<file path="src/pkg/sfe_pkg.sv">
/*
   Shared constants and types of the SDLC enhancement block: register
   addresses, field positions, reset values, FIFO sizes and carriers.
   Assumes an 8-bit register port with a 4-bit address.
*/
package sfe_pkg;
   // Write addresses
   localparam logic [3:0] ADDR_CMD = 4'h0;
   localparam logic [3:0] ADDR_RECV_CTL = 4'h3;
   localparam logic [3:0] ADDR_MISC = 4'h4;
   localparam logic [3:0] ADDR_TX_CTL = 4'h5;
   localparam logic [3:0] ADDR_WR7 = 4'h7;
   localparam logic [3:0] ADDR_DATA = 4'h8;
   localparam logic [3:0] ADDR_LINE_CODE = 4'ha;
   localparam logic [3:0] ADDR_EXT_SEL = 4'hf;
   // Read addresses of status
   localparam logic [3:0] ADDR_LINE_STAT = 4'h0;
   localparam logic [3:0] ADDR_SPEC_STAT = 4'h1;
   // Enhancement control fields
   localparam int ENH_AUTO_FLAG = 0;
   localparam int ENH_AUTO_RTS = 2;
   localparam int ENH_RX_LEVEL = 3;
   localparam int ENH_TX_LEVEL = 5;
   // Extended select fields
   localparam int EXT_ENH_SEL = 0;
   localparam int EXT_RDBACK = 1;
   // Transmit, receive, line coding, mode and command fields
   localparam int TXC_RTS = 1;
   localparam int TXC_TX_EN = 3;
   localparam int RCV_RX_EN = 0;
   localparam int LCC_FLAG_UNDERRUN = 2;
   localparam int MISC_MODE_LSB = 4;
   localparam int CMD_ERR_RESET = 5;
   // Status fields
   localparam int LS_RX_AVAIL = 0;
   localparam int LS_TX_ROOM = 2;
   localparam int SS_OVERRUN = 5;
   // Codes and reset values
   localparam logic [1:0] MODE_SDLC = 2'h2;
   localparam logic [7:0] REG_RESET = 8'h00;
   localparam logic [7:0] SDLC_FLAG = 8'h7e;
   // FIFO sizes
   localparam int TX_DEPTH = 4;
   localparam int RX_DEPTH = 8;
   localparam logic [3:0] RX_HALF = 4'h4;
   localparam logic [2:0] TX_FULL = 3'h4;
   // Settings handed to the transmitter
   typedef struct packed {
      logic tx_en;
      logic auto_flag;
   } sfe_txcfg_s;
endpackage

</file>
<file path="src/verilog/sfe_fifo.sv">
/*
   Synchronous FIFO with valid/ready on both sides and a fill count.
   Assumes one clock and an asynchronous active-low reset.
*/
`timescale 1ns/1ps
`default_nettype none
module sfe_fifo #(
   parameter int WIDTH = 8,
   parameter int DEPTH = 8
) (
   // Clock and reset
   input wire logic clock_i,
   input wire logic reset_n_i,
   // Filling side
   input wire logic in_valid_i,
   output logic in_ready_o,
   input wire logic [WIDTH-1:0] in_data_i,
   // Draining side
   output logic out_valid_o,
   input wire logic out_ready_i,
   output logic [WIDTH-1:0] out_data_o,
   // Fill level
   output logic [$clog2(DEPTH+1)-1:0] count_o
);
   localparam int AW = $clog2(DEPTH);
   logic [WIDTH-1:0] mem_q [DEPTH]; // Storage words
   logic [AW-1:0] wr_ptr_q; // Entry location
   logic [AW-1:0] rd_ptr_q; // Exit location
   logic [$clog2(DEPTH+1)-1:0] cnt_q; // Words held
   logic push; // Word accepted
   logic pop; // Word released

   assign in_ready_o = (cnt_q != DEPTH[$clog2(DEPTH+1)-1:0]);
   assign out_valid_o = (cnt_q != '0);
   assign out_data_o = mem_q[rd_ptr_q];
   assign count_o = cnt_q;
   assign push = in_valid_i && in_ready_o;
   assign pop = out_ready_i && out_valid_o;

   // Storage write, no reset needed on data
   always_ff @(posedge clock_i) begin
      if (push) begin
         mem_q[wr_ptr_q] <= in_data_i;
      end
   end

   // Pointers and count
   always_ff @(posedge clock_i or negedge reset_n_i) begin
      if (!reset_n_i) begin
         wr_ptr_q <= '0;
         rd_ptr_q <= '0;
         cnt_q <= '0;
      end else begin
         if (push) begin
            wr_ptr_q <= (wr_ptr_q == AW'(DEPTH - 1)) ? '0 : wr_ptr_q + 1'b1;
         end
         if (pop) begin
            rd_ptr_q <= (rd_ptr_q == AW'(DEPTH - 1)) ? '0 : rd_ptr_q + 1'b1;
         end
         if (push && !pop) begin
            cnt_q <= cnt_q + 1'b1;
         end else if (pop && !push) begin
            cnt_q <= cnt_q - 1'b1;
         end
      end
   end
endmodule // sfe_fifo
`default_nettype wire

</file>
<file path="src/verilog/sfe_sdlc_tx.sv">
/*
   SDLC bit transmitter: mark idle, optional opening flag, data bytes
   LSB first, closing flag when the FIFO runs dry, end-of-frame pulse.
   Assumes synchronised transmit-clock edge strobes from the parent.
*/
`timescale 1ns/1ps
`default_nettype none
module sfe_sdlc_tx (
   // Clock and reset
   input wire logic clock_i,
   input wire logic reset_n_i,
   // Transmit clock edges and settings
   input wire logic tclk_fall_i,
   input wire logic tclk_rise_i,
   input wire sfe_pkg::sfe_txcfg_s cfg_i,
   // Byte source
   input wire logic byte_valid_i,
   input wire logic [7:0] byte_i,
   output logic byte_pop_o,
   // Line and frame events
   output logic txd_o,
   output logic eof_o
);
   typedef enum logic [1:0] {ST_IDLE, ST_OPEN, ST_DATA, ST_CLOSE} sfe_txst_e;
   sfe_txst_e st_q; // Frame state
   logic [7:0] sh_q; // Character being sent
   logic [2:0] cnt_q; // Bit index in character
   logic eof_pend_q; // Last closing bit is on the line

   // Character sequencing, one bit per falling transmit clock edge
   always_ff @(posedge clock_i or negedge reset_n_i) begin
      if (!reset_n_i) begin
         st_q <= ST_IDLE;
         sh_q <= sfe_pkg::REG_RESET;
         cnt_q <= '0;
         txd_o <= 1'b1;
         byte_pop_o <= 1'b0;
      end else begin
         byte_pop_o <= 1'b0;
         if (tclk_fall_i) begin
            unique case (st_q)
               ST_IDLE: begin
                  txd_o <= 1'b1;
                  cnt_q <= '0;
                  if (cfg_i.tx_en && byte_valid_i) begin
                     if (cfg_i.auto_flag) begin
                        sh_q <= sfe_pkg::SDLC_FLAG;
                        st_q <= ST_OPEN;
                     end else begin
                        sh_q <= byte_i;
                        byte_pop_o <= 1'b1;
                        st_q <= ST_DATA;
                     end
                  end
               end
               ST_OPEN, ST_DATA, ST_CLOSE: begin
                  txd_o <= sh_q[cnt_q];
                  cnt_q <= cnt_q + 1'b1;
                  if (cnt_q == 3'h7) begin
                     if (st_q == ST_CLOSE) begin
                        st_q <= ST_IDLE;
                     end else if (cfg_i.tx_en && byte_valid_i) begin
                        sh_q <= byte_i;
                        byte_pop_o <= 1'b1;
                        st_q <= ST_DATA;
                     end else begin
                        sh_q <= sfe_pkg::SDLC_FLAG;
                        st_q <= ST_CLOSE;
                     end
                  end
               end
            endcase
         end
      end
   end

   // End of frame at the rising edge that finishes the closing flag
   always_ff @(posedge clock_i or negedge reset_n_i) begin
      if (!reset_n_i) begin
         eof_pend_q <= 1'b0;
         eof_o <= 1'b0;
      end else begin
         eof_o <= eof_pend_q && tclk_rise_i;
         if (tclk_fall_i && st_q == ST_CLOSE && cnt_q == 3'h7) begin
            eof_pend_q <= 1'b1;
         end else if (tclk_rise_i) begin
            eof_pend_q <= 1'b0;
         end
      end
   end
endmodule // sfe_sdlc_tx
`default_nettype wire

</file>
<file path="src/verilog/sfe_top.sv">
/*
   Channel enhancement block: register port, enhancement control mapped
   behind register seven, write register read-back, four-byte transmit
   FIFO, eight-byte receive FIFO, FIFO request levels and automatic
   request-to-send release after the closing flag.
   Assumes the register port master is on clock_i; the transmit clock,
   receive clock and receive data pins are asynchronous and sampled.
*/
// Function
// - Enhancement register behind address seven when selected
// - Receive, mode, transmit, line coding and enhancement registers readable when enabled
// - Four-byte transmit FIFO before transmitter
// - Level clear: transmit request when entry free
// - Level set: transmit request when FIFO empty
// - Status bits for room and received characters
// - Level clear: receive request per character
// - Level set: receive request at half full
// - Enhancement bit two enables automatic release
// - SDLC, no flag underrun, bit clear: release
// - Release on transmit clock rise ending flag
// - Enhancement bit zero sends opening flag
`timescale 1ns/1ps
`default_nettype none
module sfe_top (
   // Clock and reset
   input wire logic clock_i,
   input wire logic reset_n_i,
   // Register port
   input wire logic [3:0] addr_i,
   input wire logic [7:0] wdata_i,
   input wire logic wr_i,
   input wire logic rd_i,
   output logic [7:0] rdata_o,
   // Transmit line
   input wire logic tx_bit_clock_i,
   output logic txd_o,
   output logic rts_n_o,
   // Receive line
   input wire logic rx_bit_clock_i,
   input wire logic rxd_i,
   // Service requests
   output logic tx_room_req_o,
   output logic rx_char_req_o
);
   // Address decode shared by write and read paths
   function automatic logic hit(input logic [3:0] a, input logic [3:0] target);
      hit = (a == target);
   endfunction

   // Write registers
   logic [7:0] receive_control_reg_q; // Receive enables
   logic [7:0] misc_mode_reg_q; // Mode selection
   logic [7:0] transmit_control_reg_q; // Transmit enable and RTS bit
   logic [7:0] wr7_q; // Ordinary register seven
   logic [7:0] line_coding_control_reg_q; // Line coding options
   logic [7:0] extended_select_reg_q; // Extended selection
   logic [7:0] enhancement_control_reg_q; // Enhancement options
   // Status and outputs
   logic overrun_q; // Receive FIFO overflow, sticky
   logic [7:0] rdata_q; // Read data register
   logic rts_hold_q; // Keeps RTS asserted until frame ends
   logic rts_n_q; // Pin register
   logic tx_req_q; // Transmit service request
   logic rx_req_q; // Receive service request
   // Synchronisers
   logic [2:0] tclk_s_q; // Transmit clock samples
   logic [2:0] rclk_s_q; // Receive clock samples
   logic [1:0] rxd_s_q; // Receive data samples
   // Receive deserialiser
   logic [7:0] rx_sh_q; // Bits gathered
   logic [2:0] rx_cnt_q; // Bits counted
   logic rx_push_q; // Character ready for FIFO
   // Decoded strobes and FIFO wires
   logic enh_sel; // Address seven means enhancement register
   logic tclk_rise; // Transmit clock rising edge
   logic tclk_fall; // Transmit clock falling edge
   logic rclk_rise; // Receive clock rising edge
   logic tx_in_ready; // Transmit FIFO room
   logic tx_out_valid; // Transmit FIFO holds a byte
   logic tx_pop; // Transmitter takes a byte
   logic [7:0] tx_head; // Next byte to send
   logic [2:0] tx_count; // Transmit fill level
   logic rx_in_ready; // Receive FIFO room
   logic rx_out_valid; // Receive FIFO holds a byte
   logic [7:0] rx_head; // Oldest received byte
   logic [3:0] rx_count; // Receive fill level
   logic eof; // Closing flag finished
   logic sdlc_mode; // Mode field selects SDLC
   logic auto_rts_ok; // Conditions for automatic release
   sfe_pkg::sfe_txcfg_s txcfg; // Transmitter settings

   assign enh_sel = extended_select_reg_q[sfe_pkg::EXT_ENH_SEL];
   assign tclk_rise = tclk_s_q[1] && !tclk_s_q[2];
   assign tclk_fall = !tclk_s_q[1] && tclk_s_q[2];
   assign rclk_rise = rclk_s_q[1] && !rclk_s_q[2];
   assign sdlc_mode = misc_mode_reg_q[sfe_pkg::MISC_MODE_LSB+1 -: 2] == sfe_pkg::MODE_SDLC;
   assign auto_rts_ok = enhancement_control_reg_q[sfe_pkg::ENH_AUTO_RTS]
      && sdlc_mode && !line_coding_control_reg_q[sfe_pkg::LCC_FLAG_UNDERRUN]
      && !transmit_control_reg_q[sfe_pkg::TXC_RTS];
   assign txcfg = '{tx_en: transmit_control_reg_q[sfe_pkg::TXC_TX_EN],
      auto_flag: enhancement_control_reg_q[sfe_pkg::ENH_AUTO_FLAG]};
   assign rdata_o = rdata_q;
   assign rts_n_o = rts_n_q;
   assign tx_room_req_o = tx_req_q;
   assign rx_char_req_o = rx_req_q;

   // Control register writes; every bit clears on reset
   always_ff @(posedge clock_i or negedge reset_n_i) begin
      if (!reset_n_i) begin
         receive_control_reg_q <= sfe_pkg::REG_RESET;
         misc_mode_reg_q <= sfe_pkg::REG_RESET;
         transmit_control_reg_q <= sfe_pkg::REG_RESET;
         wr7_q <= sfe_pkg::REG_RESET;
         line_coding_control_reg_q <= sfe_pkg::REG_RESET;
         extended_select_reg_q <= sfe_pkg::REG_RESET;
         enhancement_control_reg_q <= sfe_pkg::REG_RESET;
      end else if (wr_i) begin
         if (hit(addr_i, sfe_pkg::ADDR_RECV_CTL)) begin
            receive_control_reg_q <= wdata_i;
         end
         if (hit(addr_i, sfe_pkg::ADDR_MISC)) begin
            misc_mode_reg_q <= wdata_i;
         end
         if (hit(addr_i, sfe_pkg::ADDR_TX_CTL)) begin
            transmit_control_reg_q <= wdata_i;
         end
         // Address seven steered by the select bit
         if (hit(addr_i, sfe_pkg::ADDR_WR7) && enh_sel) begin
            enhancement_control_reg_q <= wdata_i;
         end
         if (hit(addr_i, sfe_pkg::ADDR_WR7) && !enh_sel) begin
            wr7_q <= wdata_i;
         end
         if (hit(addr_i, sfe_pkg::ADDR_LINE_CODE)) begin
            line_coding_control_reg_q <= wdata_i;
         end
         if (hit(addr_i, sfe_pkg::ADDR_EXT_SEL)) begin
            extended_select_reg_q <= wdata_i;
         end
      end
   end

   // Read data, valid only in the cycle after the read strobe
   always_ff @(posedge clock_i or negedge reset_n_i) begin
      if (!reset_n_i) begin
         rdata_q <= sfe_pkg::REG_RESET;
      end else begin
         rdata_q <= sfe_pkg::REG_RESET;
         if (rd_i) begin
            unique case (addr_i)
               sfe_pkg::ADDR_LINE_STAT: begin
                  rdata_q[sfe_pkg::LS_RX_AVAIL] <= rx_out_valid;
                  rdata_q[sfe_pkg::LS_TX_ROOM] <= tx_in_ready;
               end
               sfe_pkg::ADDR_SPEC_STAT: begin
                  rdata_q[sfe_pkg::SS_OVERRUN] <= overrun_q;
               end
               sfe_pkg::ADDR_DATA: begin
                  rdata_q <= rx_head;
               end
               default: begin
                  // Read-back of written controls when enabled
                  if (extended_select_reg_q[sfe_pkg::EXT_RDBACK]) begin
                     if (hit(addr_i, sfe_pkg::ADDR_RECV_CTL)) begin
                        rdata_q <= receive_control_reg_q;
                     end else if (hit(addr_i, sfe_pkg::ADDR_MISC)) begin
                        rdata_q <= misc_mode_reg_q;
                     end else if (hit(addr_i, sfe_pkg::ADDR_TX_CTL)) begin
                        rdata_q <= transmit_control_reg_q;
                     end else if (hit(addr_i, sfe_pkg::ADDR_LINE_CODE)) begin
                        rdata_q <= line_coding_control_reg_q;
                     end else if (hit(addr_i, sfe_pkg::ADDR_WR7) && enh_sel) begin
                        rdata_q <= enhancement_control_reg_q;
                     end
                  end
               end
            endcase
         end
      end
   end

   // Transmit FIFO between register port and transmitter
   sfe_fifo #(
      .WIDTH(8),
      .DEPTH(sfe_pkg::TX_DEPTH)
   ) u_tx_fifo (
      .clock_i(clock_i),
      .reset_n_i(reset_n_i),
      .in_valid_i(wr_i && hit(addr_i, sfe_pkg::ADDR_DATA)),
      .in_ready_o(tx_in_ready),
      .in_data_i(wdata_i),
      .out_valid_o(tx_out_valid),
      .out_ready_i(tx_pop),
      .out_data_o(tx_head),
      .count_o(tx_count)
   );

   // Receive FIFO between deserialiser and register port
   sfe_fifo #(
      .WIDTH(8),
      .DEPTH(sfe_pkg::RX_DEPTH)
   ) u_rx_fifo (
      .clock_i(clock_i),
      .reset_n_i(reset_n_i),
      .in_valid_i(rx_push_q),
      .in_ready_o(rx_in_ready),
      .in_data_i(rx_sh_q),
      .out_valid_o(rx_out_valid),
      .out_ready_i(rd_i && hit(addr_i, sfe_pkg::ADDR_DATA)),
      .out_data_o(rx_head),
      .count_o(rx_count)
   );

   // Serial transmitter
   sfe_sdlc_tx u_tx (
      .clock_i(clock_i),
      .reset_n_i(reset_n_i),
      .tclk_fall_i(tclk_fall),
      .tclk_rise_i(tclk_rise),
      .cfg_i(txcfg),
      .byte_valid_i(tx_out_valid),
      .byte_i(tx_head),
      .byte_pop_o(tx_pop),
      .txd_o(txd_o),
      .eof_o(eof)
   );

   // Pin synchronisers; edges only look at the second stage onward
   always_ff @(posedge clock_i or negedge reset_n_i) begin
      if (!reset_n_i) begin
         tclk_s_q <= '1; // Pin idles high, so no false edge at release
         rclk_s_q <= '0;
         rxd_s_q <= '0;
      end else begin
         tclk_s_q <= {tclk_s_q[1:0], tx_bit_clock_i};
         rclk_s_q <= {rclk_s_q[1:0], rx_bit_clock_i};
         rxd_s_q <= {rxd_s_q[0], rxd_i};
      end
   end

   // Receive deserialiser, LSB first on rising receive clock
   always_ff @(posedge clock_i or negedge reset_n_i) begin
      if (!reset_n_i) begin
         rx_sh_q <= sfe_pkg::REG_RESET;
         rx_cnt_q <= '0;
         rx_push_q <= 1'b0;
      end else begin
         rx_push_q <= 1'b0;
         if (!receive_control_reg_q[sfe_pkg::RCV_RX_EN]) begin
            rx_cnt_q <= '0;
         end else if (rclk_rise) begin
            rx_sh_q <= {rxd_s_q[1], rx_sh_q[7:1]};
            rx_cnt_q <= rx_cnt_q + 1'b1;
            rx_push_q <= (rx_cnt_q == 3'h7);
         end
      end
   end

   // Overrun flag: a full FIFO drops the byte; set wins over reset
   always_ff @(posedge clock_i or negedge reset_n_i) begin
      if (!reset_n_i) begin
         overrun_q <= 1'b0;
      end else if (rx_push_q && !rx_in_ready) begin
         overrun_q <= 1'b1;
      end else if (wr_i && hit(addr_i, sfe_pkg::ADDR_CMD) && wdata_i[sfe_pkg::CMD_ERR_RESET]) begin
         overrun_q <= 1'b0;
      end
   end

   // FIFO service request levels
   always_ff @(posedge clock_i or negedge reset_n_i) begin
      if (!reset_n_i) begin
         tx_req_q <= 1'b0;
         rx_req_q <= 1'b0;
      end else begin
         if (enhancement_control_reg_q[sfe_pkg::ENH_TX_LEVEL]) begin
            tx_req_q <= !tx_out_valid;
         end else begin
            tx_req_q <= tx_in_ready;
         end
         if (enhancement_control_reg_q[sfe_pkg::ENH_RX_LEVEL]) begin
            rx_req_q <= rx_count >= sfe_pkg::RX_HALF;
         end else begin
            rx_req_q <= rx_out_valid;
         end
      end
   end

   // Request-to-send: the bit drives the pin; with automatic release
   // armed the pin stays asserted until the closing flag has ended
   always_ff @(posedge clock_i or negedge reset_n_i) begin
      if (!reset_n_i) begin
         rts_hold_q <= 1'b0;
         rts_n_q <= 1'b1;
      end else begin
         if (!enhancement_control_reg_q[sfe_pkg::ENH_AUTO_RTS]) begin
            rts_hold_q <= 1'b0;
         end else if (transmit_control_reg_q[sfe_pkg::TXC_RTS]) begin
            rts_hold_q <= 1'b1;
         end else if (eof && auto_rts_ok) begin
            rts_hold_q <= 1'b0;
         end
         rts_n_q <= !(transmit_control_reg_q[sfe_pkg::TXC_RTS] || rts_hold_q);
      end
   end
endmodule // sfe_top
`default_nettype wire
</file>
<file path="config.mk">
export PLATFORM = sky130hd
export DESIGN_NAME = sfe_top
export DESIGN_NICKNAME = d
export VERILOG_FILES = /design/src/pkg/sfe_pkg.sv /design/src/verilog/sfe_fifo.sv /design/src/verilog/sfe_sdlc_tx.sv /design/src/verilog/sfe_top.sv
export SDC_FILE = /design/constraint.sdc
export NUM_CORES = 1
export LEC_CHECK = 0
export BUFFER_PORTS_ARGS = -buffer_cell sky130_fd_sc_hd__buf_2
export CAP_MARGIN = 5
export CORE_ASPECT_RATIO = 0.75
export CORE_MARGIN = 2
export CORE_UTILIZATION = 39
export CTS_CLUSTER_SIZE = 16
export DETAILED_ROUTE_END_ITERATION = 6
export MAX_ROUTING_LAYER = met4
export PLACE_DENSITY_LB_ADDON = 0.08
export SYNTH_ARGS = -nofsm -noshare
export SYNTH_HDL_FRONTEND = slang
export SYNTH_SLANG_ARGS = --single-unit
</file>
<file path="constraint.sdc">
create_clock -name clock_i -period 3.1 [get_ports clock_i]
set_input_delay 0.465 -clock clock_i [delete_from_list [all_inputs] [get_ports clock_i]]
set_output_delay 0.465 -clock clock_i [all_outputs]
set_load 0.05 [all_outputs]
</file>
# After elaboration in Yosys (flattened, before gate mapping)
# Memories as Yosys holds them, arrays and structs flattened.
# Cells that the tools add are included.
# totals
reg_bits	109
mem_bits_rw	96
in_bits	19
n_memories	2
# classes
addsub	10
magnitude_cmp	2
eq_ne	25
muxes	61
reduce_logical	57
# memory_table
name	words	word_bits	rd	rd_clocked_by_memory_dff	write_ports	line_no	text
u_rx_fifo.mem_q	8	8	1	0	1	sfe_fifo.sv:26	logic [WIDTH-1:0] mem_q [DEPTH];
u_tx_fifo.mem_q	4	8	1	0	1	sfe_fifo.sv:26	
# ops
op	n
two-way mux 8 bit	12
logical AND 1 bit	25
two-way mux 1 bit	23
two-way mux 3 bit	6
case mux 8 bit (2 select lines)	1
adder 3 x 1 -> 3 bit, second input constant	5
AND reduction 2 bit	7
equality test 3 bit, second input constant	4
equality test 4 x 3 -> 1 bit, second input constant	3
equality test 4 bit, second input constant	3
zero test 1 bit	12
two-way mux 2 bit	6
case mux 2 bit (2 select lines)	3
equality test 2 bit, second input constant	5
case mux 1 bit (3 select lines)	3
two-way mux 4 bit	2
nonzero test 2 bit	4
inequality test 2 x 1 -> 1 bit, second input constant	3
case mux 1 bit (2 select lines)	3
case mux 3 bit (2 select lines)	1
adder 2 x 1 -> 2 bit, second input constant	2
adder 4 x 1 -> 4 bit, second input constant	1
equality test 4 x 1 -> 1 bit, second input constant	1
equality test 4 x 2 -> 1 bit, second input constant	1
19 further kinds	19

# Logic depth before layout (Yosys ltp)
# Gate-level depths: netlist of run 1.
# depth
depth_word	10
ltp_mapped	12
mapped_depth_nobuf	10

# Cells and area by module
# A second synthesis of run 1 with hierarchy kept.
# unflattened
hier_cells	573
area_unflattened_um2	8904.8
# by_module_without_submodules
module	n_inst	cells_each	area_per_inst_um2	seq_area_each_um2
sfe_top	1	261	3284.4	1881.8
sfe_fifo at u_rx_fifo	1	157	3151.8	2172.1
sfe_fifo at u_tx_fifo	1	79	1599.0	1136.1
sfe_sdlc_tx	1	76	869.6	426.7

# Worst setup path before layout of run 1
# Ideal clock, no wire load.
# synth_timing
kind	input-to-reg
from	in addr_i[1]
to	reg u_rx_fifo.cnt_q[3], in the netlist u_rx_fifo.count_o[3]
setup_time_ns	0.080
arrival_time_ns	2.439
t_required_ns	3.020
setup_slack_ns	0.581
cell_stages	12
path_buffers	2
path_cell_list	buf_2 nor2_2 and3_1 buf_2 nand2b_1 ha_1 inv_1 ha_1 a21o_1 a21oi_1 mux2i_1 xnor2_1
# synth_between
elab_chain_len	6
# synth_lines
element	line_no	text
from (decl)	sfe_top.sv:29	input wire logic [3:0] addr_i,
equality test 4 bit (*)	sfe_top.sv:47	hit = (a == target);
logical AND 1 bit (*)	sfe_top.sv:209	.out_ready_i(rd_i && hit(addr_i, sfe_pkg::ADDR_DATA)),
logical AND 1 bit (*)	sfe_fifo.sv:38	assign pop = out_ready_i && out_valid_o;
zero test 1 bit	sfe_fifo.sv:60	if (push && !pop) begin
logical AND 1 bit	sfe_fifo.sv:60	
two-way mux 4 bit / nonzero test 2 bit (equally long branches)	n/a	
to (signal assigned)	sfe_fifo.sv:61	cnt_q <= cnt_q + 1'b1;
to (signal assigned)	sfe_fifo.sv:63	cnt_q <= cnt_q - 1'b1;
to (decl)	sfe_fifo.sv:29	logic [$clog2(DEPTH+1)-1:0] cnt_q;
# Every way passes the cells marked *; elsewhere a longest branch is shown, timed or not.
# A chain may end at the register's enable or synchronous reset.

# Worst setup path in the final report of run 1
# layout_timing
from	reg u_rx_fifo.cnt_q[0], in the netlist u_rx_fifo.count_o[0]
to	reg u_rx_fifo.cnt_q[3], in the netlist u_rx_fifo.count_o[3]
# layout_between
elab_chain_len	5
# layout_lines
element
parallel branches: the longest is 5 deep, another holds subtractor 4 x 1 -> 4 bit
# Parallel ways; which one is timed is not known. The select of a mux whose other input is x is not followed.

==> impl_metrics.env, run 1 <==
export IMPL_worst_setup_path_start_kind="flip-flop"
export IMPL_rr_startpoint="u_rx_fifo.count_o[0]$_DFFE_PN0P_"
export IMPL_finalMaxSlewViolations=0
export IMPL_path_clk_slew_ps=60
export IMPL_tns_ps=0
export IMPL_core_um2=22100
export IMPL_r2r_cells=9
export IMPL_syn_nets=623
export IMPL_crit_chain="nor4_1 > nand2b_1 > ha_1 > inv_1 > ha_1 > a21o_1 > a21oi_1 > mux2i_1 > xnor2_1"
export IMPL_clockBufferDepth=3
export IMPL_regArea_um2=5620
export IMPL_track_usage=0.177
export IMPL_synth_distinct_cells=61
export IMPL_timing_rr_end="u_rx_fifo.count_o[3]$_DFFE_PN0P_"
export IMPL_via_per_inst=5.35
export IMPL_drc=0
export IMPL_n_antenna_cell=0
export IMPL_timing_fmax_mhz=375
export IMPL_ant_nets=0
export IMPL_syn_area_per_cell_um2=15.0
export IMPL_holdPathEnd="tclk_s_q[0]$_DFF_PN1_"
export IMPL_critical_path_max_stage_delay_ps=470
export IMPL_yosysWarnings=0
export IMPL_vias=5031
export IMPL_netlist_instances=585
export IMPL_wl_met2_mm=8.17
export IMPL_holdBufCountCts=1
export IMPL_wl_met3_um=913
export IMPL_whs_path_depth=1
export IMPL_ys_ff_latch=205
export IMPL_finalHoldViolations=0
export IMPL_power_density_nw_per_um2=751
export IMPL_multi_input_area_um2=3010
export IMPL_port_buffers=30
export IMPL_wl_per_cell_um=20.9
export IMPL_synth_xor_area_share=0.00698
export IMPL_clock_latency_ps=500
export IMPL_ios=31
export IMPL_fp_dieArea_um2=23800
export IMPL_synth_adder_area_share=0.0288
export IMPL_grt_first_pass_wirelength_mm=30.9
export IMPL_cp_common_cell="ha_1"
export IMPL_first_global_vias=5247
export IMPL_cts_resized=0
export IMPL_antenna_found_initial=0
export IMPL_vdd_drop_max_uv=404
export IMPL_fin_crit_sh=0.859
export IMPL_yosysSeqAreaShare=0.639
export IMPL_grt_max_degree=66
export IMPL_hold_class="in -> reg"
export IMPL_cts_setup_buffers=0
export IMPL_numCtsBuffers=22
export IMPL_synthFlopType="dfrtp_1"
export IMPL_synth_top_area_share=0.328
export IMPL_async_flop_share=0.532
export IMPL_hpwl_mm=13.3
export IMPL_cts_tree="built"
export IMPL_status="completed"
export IMPL_reg2reg_setup_slack_ps=440
export IMPL_rsz0062_at_grt="no"
export IMPL_crit_fanout=6
export IMPL_end_kind="flip-flop"
export IMPL_finalClockSkew_ps=6.35
export IMPL_synth_area_leader_cell="edfxtp_1"
export IMPL_start_util=0.397
export IMPL_drt_wl_total_mm=19.6
export IMPL_muxShareOfSynthArea=0.152
export IMPL_slew_headroom=0.393
export IMPL_wl_met1_mm=10.2
export IMPL_worst_path_max_delay_cell="nor4_1"
export IMPL_p_leak_uw=0.00392
export IMPL_netlist_area_um2=8790
export IMPL_cp_data_required_time_ps=3520
export IMPL_fin_hold_ws_ps=64.8
export IMPL_grt_overflow_total=0
export IMPL_drt_pass1_iterations=5
export IMPL_syn2layout_area_growth_pct=14.4
export IMPL_drt_iter0_markers=337
export IMPL_final_setup_viol_count=0
export IMPL_drv_cap=0
export IMPL_drive_above_1_share=0.207
export IMPL_die_x_um=177
export IMPL_arrival_ps=3090
export IMPL_layout_nets=669
export IMPL_path_class="reg -> reg"
export IMPL_num_rows=47
export IMPL_die_h_um=134
export IMPL_synth_compound_area_share=0.0710
export IMPL_synth_edf_count=96
export IMPL_htreeDepth=1
export IMPL_cts_root_buf="clkbuf_16"
export IMPL_ys_top_cells_by_area="edfxtp_1, dfrtp_1, mux2_1"
export IMPL_period_needed_ps=2660
export IMPL_gp_congestion=0.850
export IMPL_synth_simple_gate_area_share=0.0824
export IMPL_cts_sinks=205
export IMPL_worst_slew_pin_slew_ps=910
export IMPL_dr_max_layer_used="met4"
export IMPL_synth_top_family_by_area="multiplexers"
export IMPL_n_fill_cell=2016
export IMPL_hp_start="tx_bit_clock_i"
-- registers in the layout, summed over array words and instances (netlist names), 4 cells and up --
register,cells
rx_sh_q,8
line_coding_control_reg_q,8
misc_mode_reg_q,8
u_rx_fifo.count_o,4
enhancement_control_reg_q,8
receive_control_reg_q,8
u_tx_fifo.mem_q,32
transmit_control_reg_q,8
u_tx.sh_q,8
rdata_o,8
u_rx_fifo.mem_q,64
-- worst max-delay path, delay by kind of cell (launching register included) --
kind | cells | cell delay [ps]
mux | 1 | 240
buf+inv | 1 | 100
compound gates | 2 | 370
simple gates | 2 | 770
fa+ha+maj | 2 | 510
flops | 1 | 460
xor+xnor | 1 | 130
-- cell usage in the layout, fill, tap and decap left out, types with 4 or more instances in the layout --
master	instances
nand3b_1	6
xnor2_1	4
buf_4	17
o22a_1	6
clkbuf_1	4
nor3b_1	4
edfxtp_1	96
clkinv_2	4
o221ai_1	5
ha_1	17
nand2b_1	4
a2bb2oi_1	9
dfstp_2	5
dfrtp_1	104
nor2_1	20
nor3_1	10
and2_1	11
clkinv_1	6
o22ai_1	4
mux2i_1	10
inv_1	12
and3_1	5
o21ai_0	9
nor4_1	4
o211ai_1	5
clkbuf_16	23
buf_2	29
mux2_1	47
mux2_2	17
nand2_1	30
a22oi_1	6
nand3_1	9
mux4_2	23
nor2b_1	10
a21oi_1	21
-- logic make-up (layout without fill, tap and decap cells) --
group | Yosys count | in the layout
compound gates | 86 | 86
xor+xnor | 7 | 7
fa+ha+maj | 19 | 19
buf+inv | 40 | 102
flops | 205 | 205
mux | 97 | 97
simple gates | 131 | 131
-- stage by stage --
stage	utilization	total power [uW]	std cells	area, um2	worst slack, ps
floorplan	-	4610	585	8790	581
global placement	0.423	5010	900	9340	493
detailed placement	0.423	5070	900	9340	397
CTS	0.455	7650	941	10100	467
global route	0.455	7940	941	10100	238
finish	0.455	7560	941	10100	436
-- worst max path at each step --
stage                                startpoint                          endpoint
6_report       u_rx_fifo.count_o[0]$_DFFE_PN0P_  u_rx_fifo.count_o[3]$_DFFE_PN0P_
5_1_grt        u_rx_fifo.count_o[0]$_DFFE_PN0P_  u_rx_fifo.count_o[3]$_DFFE_PN0P_
4_1_cts        u_rx_fifo.count_o[0]$_DFFE_PN0P_  u_rx_fifo.count_o[3]$_DFFE_PN0P_
3_5_place_dp                          addr_i[2]  u_rx_fifo.count_o[3]$_DFFE_PN0P_
3_3_place_gp                          addr_i[2]  u_rx_fifo.count_o[3]$_DFFE_PN0P_
2_1_floorplan                         addr_i[1]  u_rx_fifo.count_o[3]$_DFFE_PN0P_
-- cells in the mapped netlist (4+ instances only) --
| cell type | n |
|---|---|
| o221ai_1 | 5 |
| o211ai_1 | 5 |
| nand2_1 | 30 |
| o21ai_0 | 9 |
| buf_2 | 10 |
| o22ai_1 | 4 |
| nor4_1 | 5 |
| nand3_1 | 9 |
| xnor2_1 | 4 |
| mux2_2 | 17 |
| edfxtp_1 | 96 |
| nand2b_1 | 4 |
| nor2b_1 | 10 |
| a22oi_1 | 6 |
| and2_1 | 11 |
| clkbuf_1 | 13 |
| mux4_2 | 23 |
| nor2_1 | 20 |
| ha_1 | 17 |
| nor3_1 | 10 |
| mux2i_1 | 10 |
| mux2_1 | 47 |
| a2bb2oi_1 | 9 |
| a21oi_1 | 21 |
| and3_1 | 5 |
| nor3b_1 | 4 |
| o22a_1 | 6 |
| dfrtp_1 | 104 |
| dfstp_2 | 5 |
| nand3b_1 | 6 |
| inv_1 | 12 |
-- cell type report --
class                           count  area share
Clock buffer                       27      0.0587
Clock inverter                     13      0.0111
Inverter                           14     0.00523
Multi-Input combinational cell    340       0.300
Sequential cell                   205       0.559
Tap cell                          294      0.0366
Timing Repair Buffer               48      0.0301
-- layer usage --
| metal | up-vias | track usage |
|---|---|---|
| met2 | 101 | 0.234 |
| met1 | 2578 | 0.285 |
| met5 | - | - |
| met3 | 26 | 0.0292 |
| met4 | 0 | 0.0369 |
| li1 | 2326 | - |
-- power breakdown --
part           switching [uW]  internal [uW]  total (uW)
logic                     571            665        1240
registers                 485           3270        3760
clock network            1040           1520        2560
total                    2100           5460        7560
Power figures use the tool's default switching activity.
==> run 2: changes to the inputs <==
--- a/config.mk
+++ b/config.mk
@@ -8,12 +8,13 @@
 export BUFFER_PORTS_ARGS = -buffer_cell sky130_fd_sc_hd__buf_2
 export CAP_MARGIN = 5
 export CORE_ASPECT_RATIO = 0.75
-export CORE_MARGIN = 2
+export CORE_MARGIN = 4
 export CORE_UTILIZATION = 39
 export CTS_CLUSTER_SIZE = 16
 export DETAILED_ROUTE_END_ITERATION = 6
 export MAX_ROUTING_LAYER = met4
 export PLACE_DENSITY_LB_ADDON = 0.08
+export SKIP_CTS_REPAIR_TIMING = 1
 export SYNTH_ARGS = -nofsm -noshare
 export SYNTH_HDL_FRONTEND = slang
 export SYNTH_SLANG_ARGS = --single-unit
==> impl_metrics.env, run 2 (synthesized netlist as in run 1, its figures left out) <==
export IMPL_status="completed"
export IMPL_vias=4983
export IMPL_reg2reg_setup_slack_ps=500
export IMPL_grt_first_pass_wirelength_mm=31.2
export IMPL_grt_max_degree=51
export IMPL_fin_cells=939
export IMPL_fin_crit_sh=0.840
export IMPL_wl_per_cell_um=20.8
export IMPL_power_density_nw_per_um2=752
export IMPL_drv_cap=0
export IMPL_numCtsBuffers=22
export IMPL_fin_ws_ps=495
export IMPL_p_leak_uw=0.00392
export IMPL_finalMaxSlewViolations=0
export IMPL_largest_register_ff_count=64
export IMPL_track_usage=0.162
export IMPL_cp_data_required_time_ps=3520
export IMPL_die_h_um=138
export IMPL_cts_root_buf="clkbuf_16"
export IMPL_via_per_inst=5.31
export IMPL_start_util=0.397
export IMPL_cts_sinks=205
export IMPL_ios=31
export IMPL_finalClockSkew_ps=8.68
export IMPL_port_buffers=30
export IMPL_place_ws_ps=362
export IMPL_path_clk_slew_ps=60
export IMPL_gp_congestion=0.824
export IMPL_finalHoldViolations=0
export IMPL_path_depth=10
export IMPL_fp_dieArea_um2=25000
export IMPL_worst_slew_pin_slew_ps=942
export IMPL_slew_headroom=0.372
export IMPL_core_um2=22100
export IMPL_drive_above_1_share=0.212
export IMPL_place_detailed_instances=900
export IMPL_end_kind="flip-flop"
export IMPL_final_setup_viol_count=0
export IMPL_crit_fanout=9
export IMPL_worst_setup_path_start_kind="flip-flop"
export IMPL_vdd_drop_max_uv=377
export IMPL_crit_chain="nor3_1 > a21bo_1 > inv_2 > ha_1 > inv_1 > ha_1 > a21o_1 > a21oi_1 > mux2i_1 > xnor2_1"
export IMPL_n_fill_cell=2009
export IMPL_regMostFlops="u_rx_fifo.mem_q"
export IMPL_worst_path_max_delay_cell="dfrtp_1"
export IMPL_path_delay_family="compound AO/OA/AOI/OAI gates"
export IMPL_clock_latency_ps=500
export IMPL_first_global_vias=5278
export IMPL_timing_fmax_mhz=384
export IMPL_drt_iter0_markers=348
export IMPL_crit_path_start="u_rx_fifo.count_o[0]$_DFFE_PN0P_"
export IMPL_num_rows=47
export IMPL_antenna_found_initial=0
export IMPL_rr_startpoint="u_rx_fifo.count_o[0]$_DFFE_PN0P_"
export IMPL_fin_util=0.455
export IMPL_timing_rr_end="u_rx_fifo.count_o[3]$_DFFE_PN0P_"
export IMPL_biggestRegsByFlops="u_rx_fifo.mem_q (64), u_tx_fifo.mem_q (32)"
export IMPL_syn2layout_area_growth_pct=14.4
export IMPL_cp_num_buf_inv=2
export IMPL_rsz0062_at_grt="no"
export IMPL_critical_path_max_stage_delay_ps=460
export IMPL_hpwl_mm=13.2
export IMPL_layout_nets=668
export IMPL_period_needed_ps=2600
export IMPL_clockBufferDepth=3
export IMPL_grt_overflow_total=0
export IMPL_arrival_ps=3020
export IMPL_drt_wl_total_mm=19.5
export IMPL_cts_tree="built"
export IMPL_die_x_um=181
export IMPL_tns_ps=0
export IMPL_ant_nets=0
export IMPL_htreeDepth=1
export IMPL_cp_common_cell="ha_1"
export IMPL_drc=0
export IMPL_layout_cells_most_common="dfrtp_1"
export IMPL_hold_class="in -> async"
export IMPL_final_cell_mix="dfrtp_1, edfxtp_1, mux2_1"
export IMPL_drt_pass1_iterations=4
export IMPL_n_antenna_cell=0
export IMPL_path_class="reg -> reg"
export IMPL_r2r_cells=10
[run 2: power by group]
group	internal [uW]	switching, uW
registers	3270	487
clock network	1530	1050
logic	662	551
[run 2: stage by stage]
stage	hold slack [ps]	area, um2	power [uW]
detailed placement	337	9340	5050
CTS	12.5	10100	7670
global placement	332	9340	5000
floorplan	169	8790	4610
finish	0.677	10100	7560
global route	43.7	10100	7970
[run 2: final cells by class]
class | instances | area, um2 | area share
multi-input combinational | 340 | 3010 | 0.300
clock inverter | 13 | 113 | 0.0112
inverter | 14 | 52.6 | 0.00523
timing repair buffer | 47 | 293 | 0.0291
clock buffer | 26 | 597 | 0.0594
sequential | 205 | 5620 | 0.559
tap | 294 | 368 | 0.0366
[run 2: worst register-to-register path, delay by kind of cell, from the launching register on]
family	cells	cell delay (ps)
xor+xnor	1	130
simple gates	1	310
compound gates	3	700
mux	1	230
flops	1	460
buf+inv	2	240
fa+ha+maj	2	460
[run 2: how the worst max path moves through the flow]
stage                                                  end
after detailed placement  u_rx_fifo.count_o[3]$_DFFE_PN0P_
after global routing      u_rx_fifo.count_o[3]$_DFFE_PN0P_
after CTS                 u_rx_fifo.count_o[3]$_DFFE_PN0P_
final                     u_rx_fifo.count_o[3]$_DFFE_PN0P_
after global placement    u_rx_fifo.count_o[3]$_DFFE_PN0P_
after floorplan           u_rx_fifo.count_o[3]$_DFFE_PN0P_
[run 2: routing by layer]
layer / track usage / share of wire / vias to the layer above
li1: - / - / 2323
met2: 0.213 / 0.40 / 90
met4: 0.0312 / 0.017 / 0
met5: - / 0 / -
met3: 0.0289 / 0.040 / 25
met1: 0.263 / 0.54 / 2545
==> run 3: changes to the inputs <==
==> constraint.sdc (replaced) <==
create_clock -name clock_i -period 2.4 [get_ports clock_i]
set_input_delay 0.36 -clock clock_i [delete_from_list [all_inputs] [get_ports clock_i]]
set_output_delay 0.36 -clock clock_i [all_outputs]
set_load 0.05 [all_outputs]
==> impl_metrics.env, run 3 (synthesized netlist as in run 1, its figures left out) <==
export IMPL_whs_path_depth=3
export IMPL_wl_per_cell_um=20.1
export IMPL_num_rows=47
export IMPL_hpwl_mm=13.5
export IMPL_drt_wl_total_mm=19.3
export IMPL_power_density_nw_per_um2=991
export IMPL_drt_iter0_markers=344
export IMPL_finalHoldViolations=0
export IMPL_grt_first_pass_wirelength_mm=30.9
export IMPL_clockBufferDepth=3
export IMPL_die_h_um=138
export IMPL_htreeDepth=1
export IMPL_final_cell_mix="dfrtp_1, edfxtp_1, mux2_1"
export IMPL_slew_headroom=0.393
export IMPL_cts_root_buf="clkbuf_16"
export IMPL_via_per_inst=5.31
export IMPL_cts_tree="built"
export IMPL_biggestRegsByFlops="u_rx_fifo.mem_q (64), u_tx_fifo.mem_q (32)"
export IMPL_port_buffers=30
export IMPL_arrival_ps=2770
export IMPL_gp_congestion=0.782
export IMPL_drc=0
export IMPL_end_kind="flip-flop"
export IMPL_core_um2=22100
export IMPL_grt_overflow_total=0
export IMPL_fin_ws_ps=50.2
export IMPL_worst_slew_pin_slew_ps=908
export IMPL_die_x_um=181
export IMPL_layout_cells_most_common="dfrtp_1"
export IMPL_p_leak_uw=0.00405
export IMPL_first_global_vias=5247
export IMPL_path_class="reg -> reg"
export IMPL_drive_above_1_share=0.244
export IMPL_clock_latency_ps=500
export IMPL_ant_nets=0
export IMPL_drv_cap=0
export IMPL_fin_crit_sh=0.979
export IMPL_cp_data_required_time_ps=2820
export IMPL_cp_num_buf_inv=2
export IMPL_place_ws_ps=-112
export IMPL_final_setup_viol_count=0
export IMPL_crit_chain="nor3_2 > a21bo_1 > inv_2 > ha_1 > inv_2 > ha_1 > a21o_1 > a21oi_2 > mux2i_1 > xnor2_1"
export IMPL_period_needed_ps=2350
export IMPL_n_fill_cell=1974
export IMPL_finalMaxSlewViolations=0
export IMPL_layout_nets=689
export IMPL_start_util=0.397
export IMPL_timing_fmax_mhz=426
export IMPL_critical_path_max_stage_delay_ps=440
export IMPL_regMostFlops="u_rx_fifo.mem_q"
export IMPL_worst_path_max_delay_cell="dfrtp_2"
export IMPL_place_area_um2=9480
export IMPL_antenna_found_initial=1
export IMPL_grt_max_degree=47
export IMPL_syn2layout_area_growth_pct=17.8
export IMPL_fin_hold_ws_ps=171
export IMPL_crit_fanout=4
export IMPL_r2r_cells=10
export IMPL_largest_register_ff_count=64
export IMPL_status="completed"
export IMPL_vias=5104
export IMPL_finalClockSkew_ps=9.24
export IMPL_path_delay_family="compound AO/OA/AOI/OAI gates"
export IMPL_numCtsBuffers=22
export IMPL_track_usage=0.160
export IMPL_path_clk_slew_ps=60
export IMPL_drt_pass1_iterations=4
export IMPL_cts_sinks=205
export IMPL_ios=31
export IMPL_vdd_drop_max_uv=543
export IMPL_fin_area_um2=10400
export IMPL_tns_ps=0
export IMPL_worst_setup_path_start_kind="flip-flop"
export IMPL_fp_dieArea_um2=25000
export IMPL_path_depth=10
export IMPL_hold_class="in -> reg"
-- run 3: metal layers --
| layer | GRT usage | vias up | wire length [um] | share of wire |
|---|---|---|---|---|
| met5 | - | - | 0 | 0 |
| met4 | 0.0296 | 0 | 297 | 0.015 |
| met3 | 0.0265 | 21 | 981 | 0.051 |
| met2 | 0.215 | 125 | 8010 | 0.41 |
| met1 | 0.257 | 2591 | 10000 | 0.52 |
| li1 | - | 2367 | - | - |
-- run 3: worst paths after layout --
path                                             startpoint                           endpoint  slack, ps
max in group asynchronous                         reset_n_i                  rts_n_o$_DFF_PN1_       1250
min                                                    rd_i               rdata_o[5]$_DFF_PN0_        170
min in group asynchronous                         reset_n_i  u_rx_fifo.wr_ptr_q[1]$_DFFE_PN0P_        420
max reg2reg                u_rx_fifo.count_o[0]$_DFFE_PN0P_   u_rx_fifo.count_o[3]$_DFFE_PN0P_         50
max                        u_rx_fifo.count_o[0]$_DFFE_PN0P_   u_rx_fifo.count_o[3]$_DFFE_PN0P_         50
min reg2reg                           rclk_s_q[0]$_DFF_PN0_              rclk_s_q[1]$_DFF_PN0_        350
-- run 3: layout make-up --
cell class                 instances  area, um2  share of cell area
tap                              294        368              0.0355
clock inverter                    15        210              0.0203
multi-input combinational        340       3040               0.294
antenna                            1       2.50            0.000242
timing repair buffer              68        473              0.0457
inverter                          14       52.6             0.00508
clock buffer                      25        583              0.0563
sequential                       205       5620               0.543
-- run 3: metrics by stage --
stage	instances	util	total power, uW
4_1_cts	956	0.464	10300
5_1_grt	961	0.468	10800
3_5_place_dp	916	0.429	6620
3_3_place_gp	916	0.429	6540
6_report	962	0.468	10300
2_1_floorplan	585	-	5960
-- run 3: power by group --
| group | internal [uW] | leakage [uW] | total, uW | switching (uW) |
|---|---|---|---|---|
| Combinational | 968 | 0.00145 | 1790 | 817 |
| Sequential | 4230 | 0.00222 | 4810 | 576 |
| Clock | 2290 | 0.000384 | 3660 | 1370 |
| Total | 7490 | 0.00405 | 10300 | 2770 |
-- run 3: worst register-to-register path: stages (launching register included) --
cell and delay, ps:
dfrtp_2 440, nor3_2 260, a21bo_1 170, inv_2 60
ha_1 210, inv_2 100, ha_1 230, a21o_1 200
a21oi_2 170, mux2i_1 280, xnor2_1 160
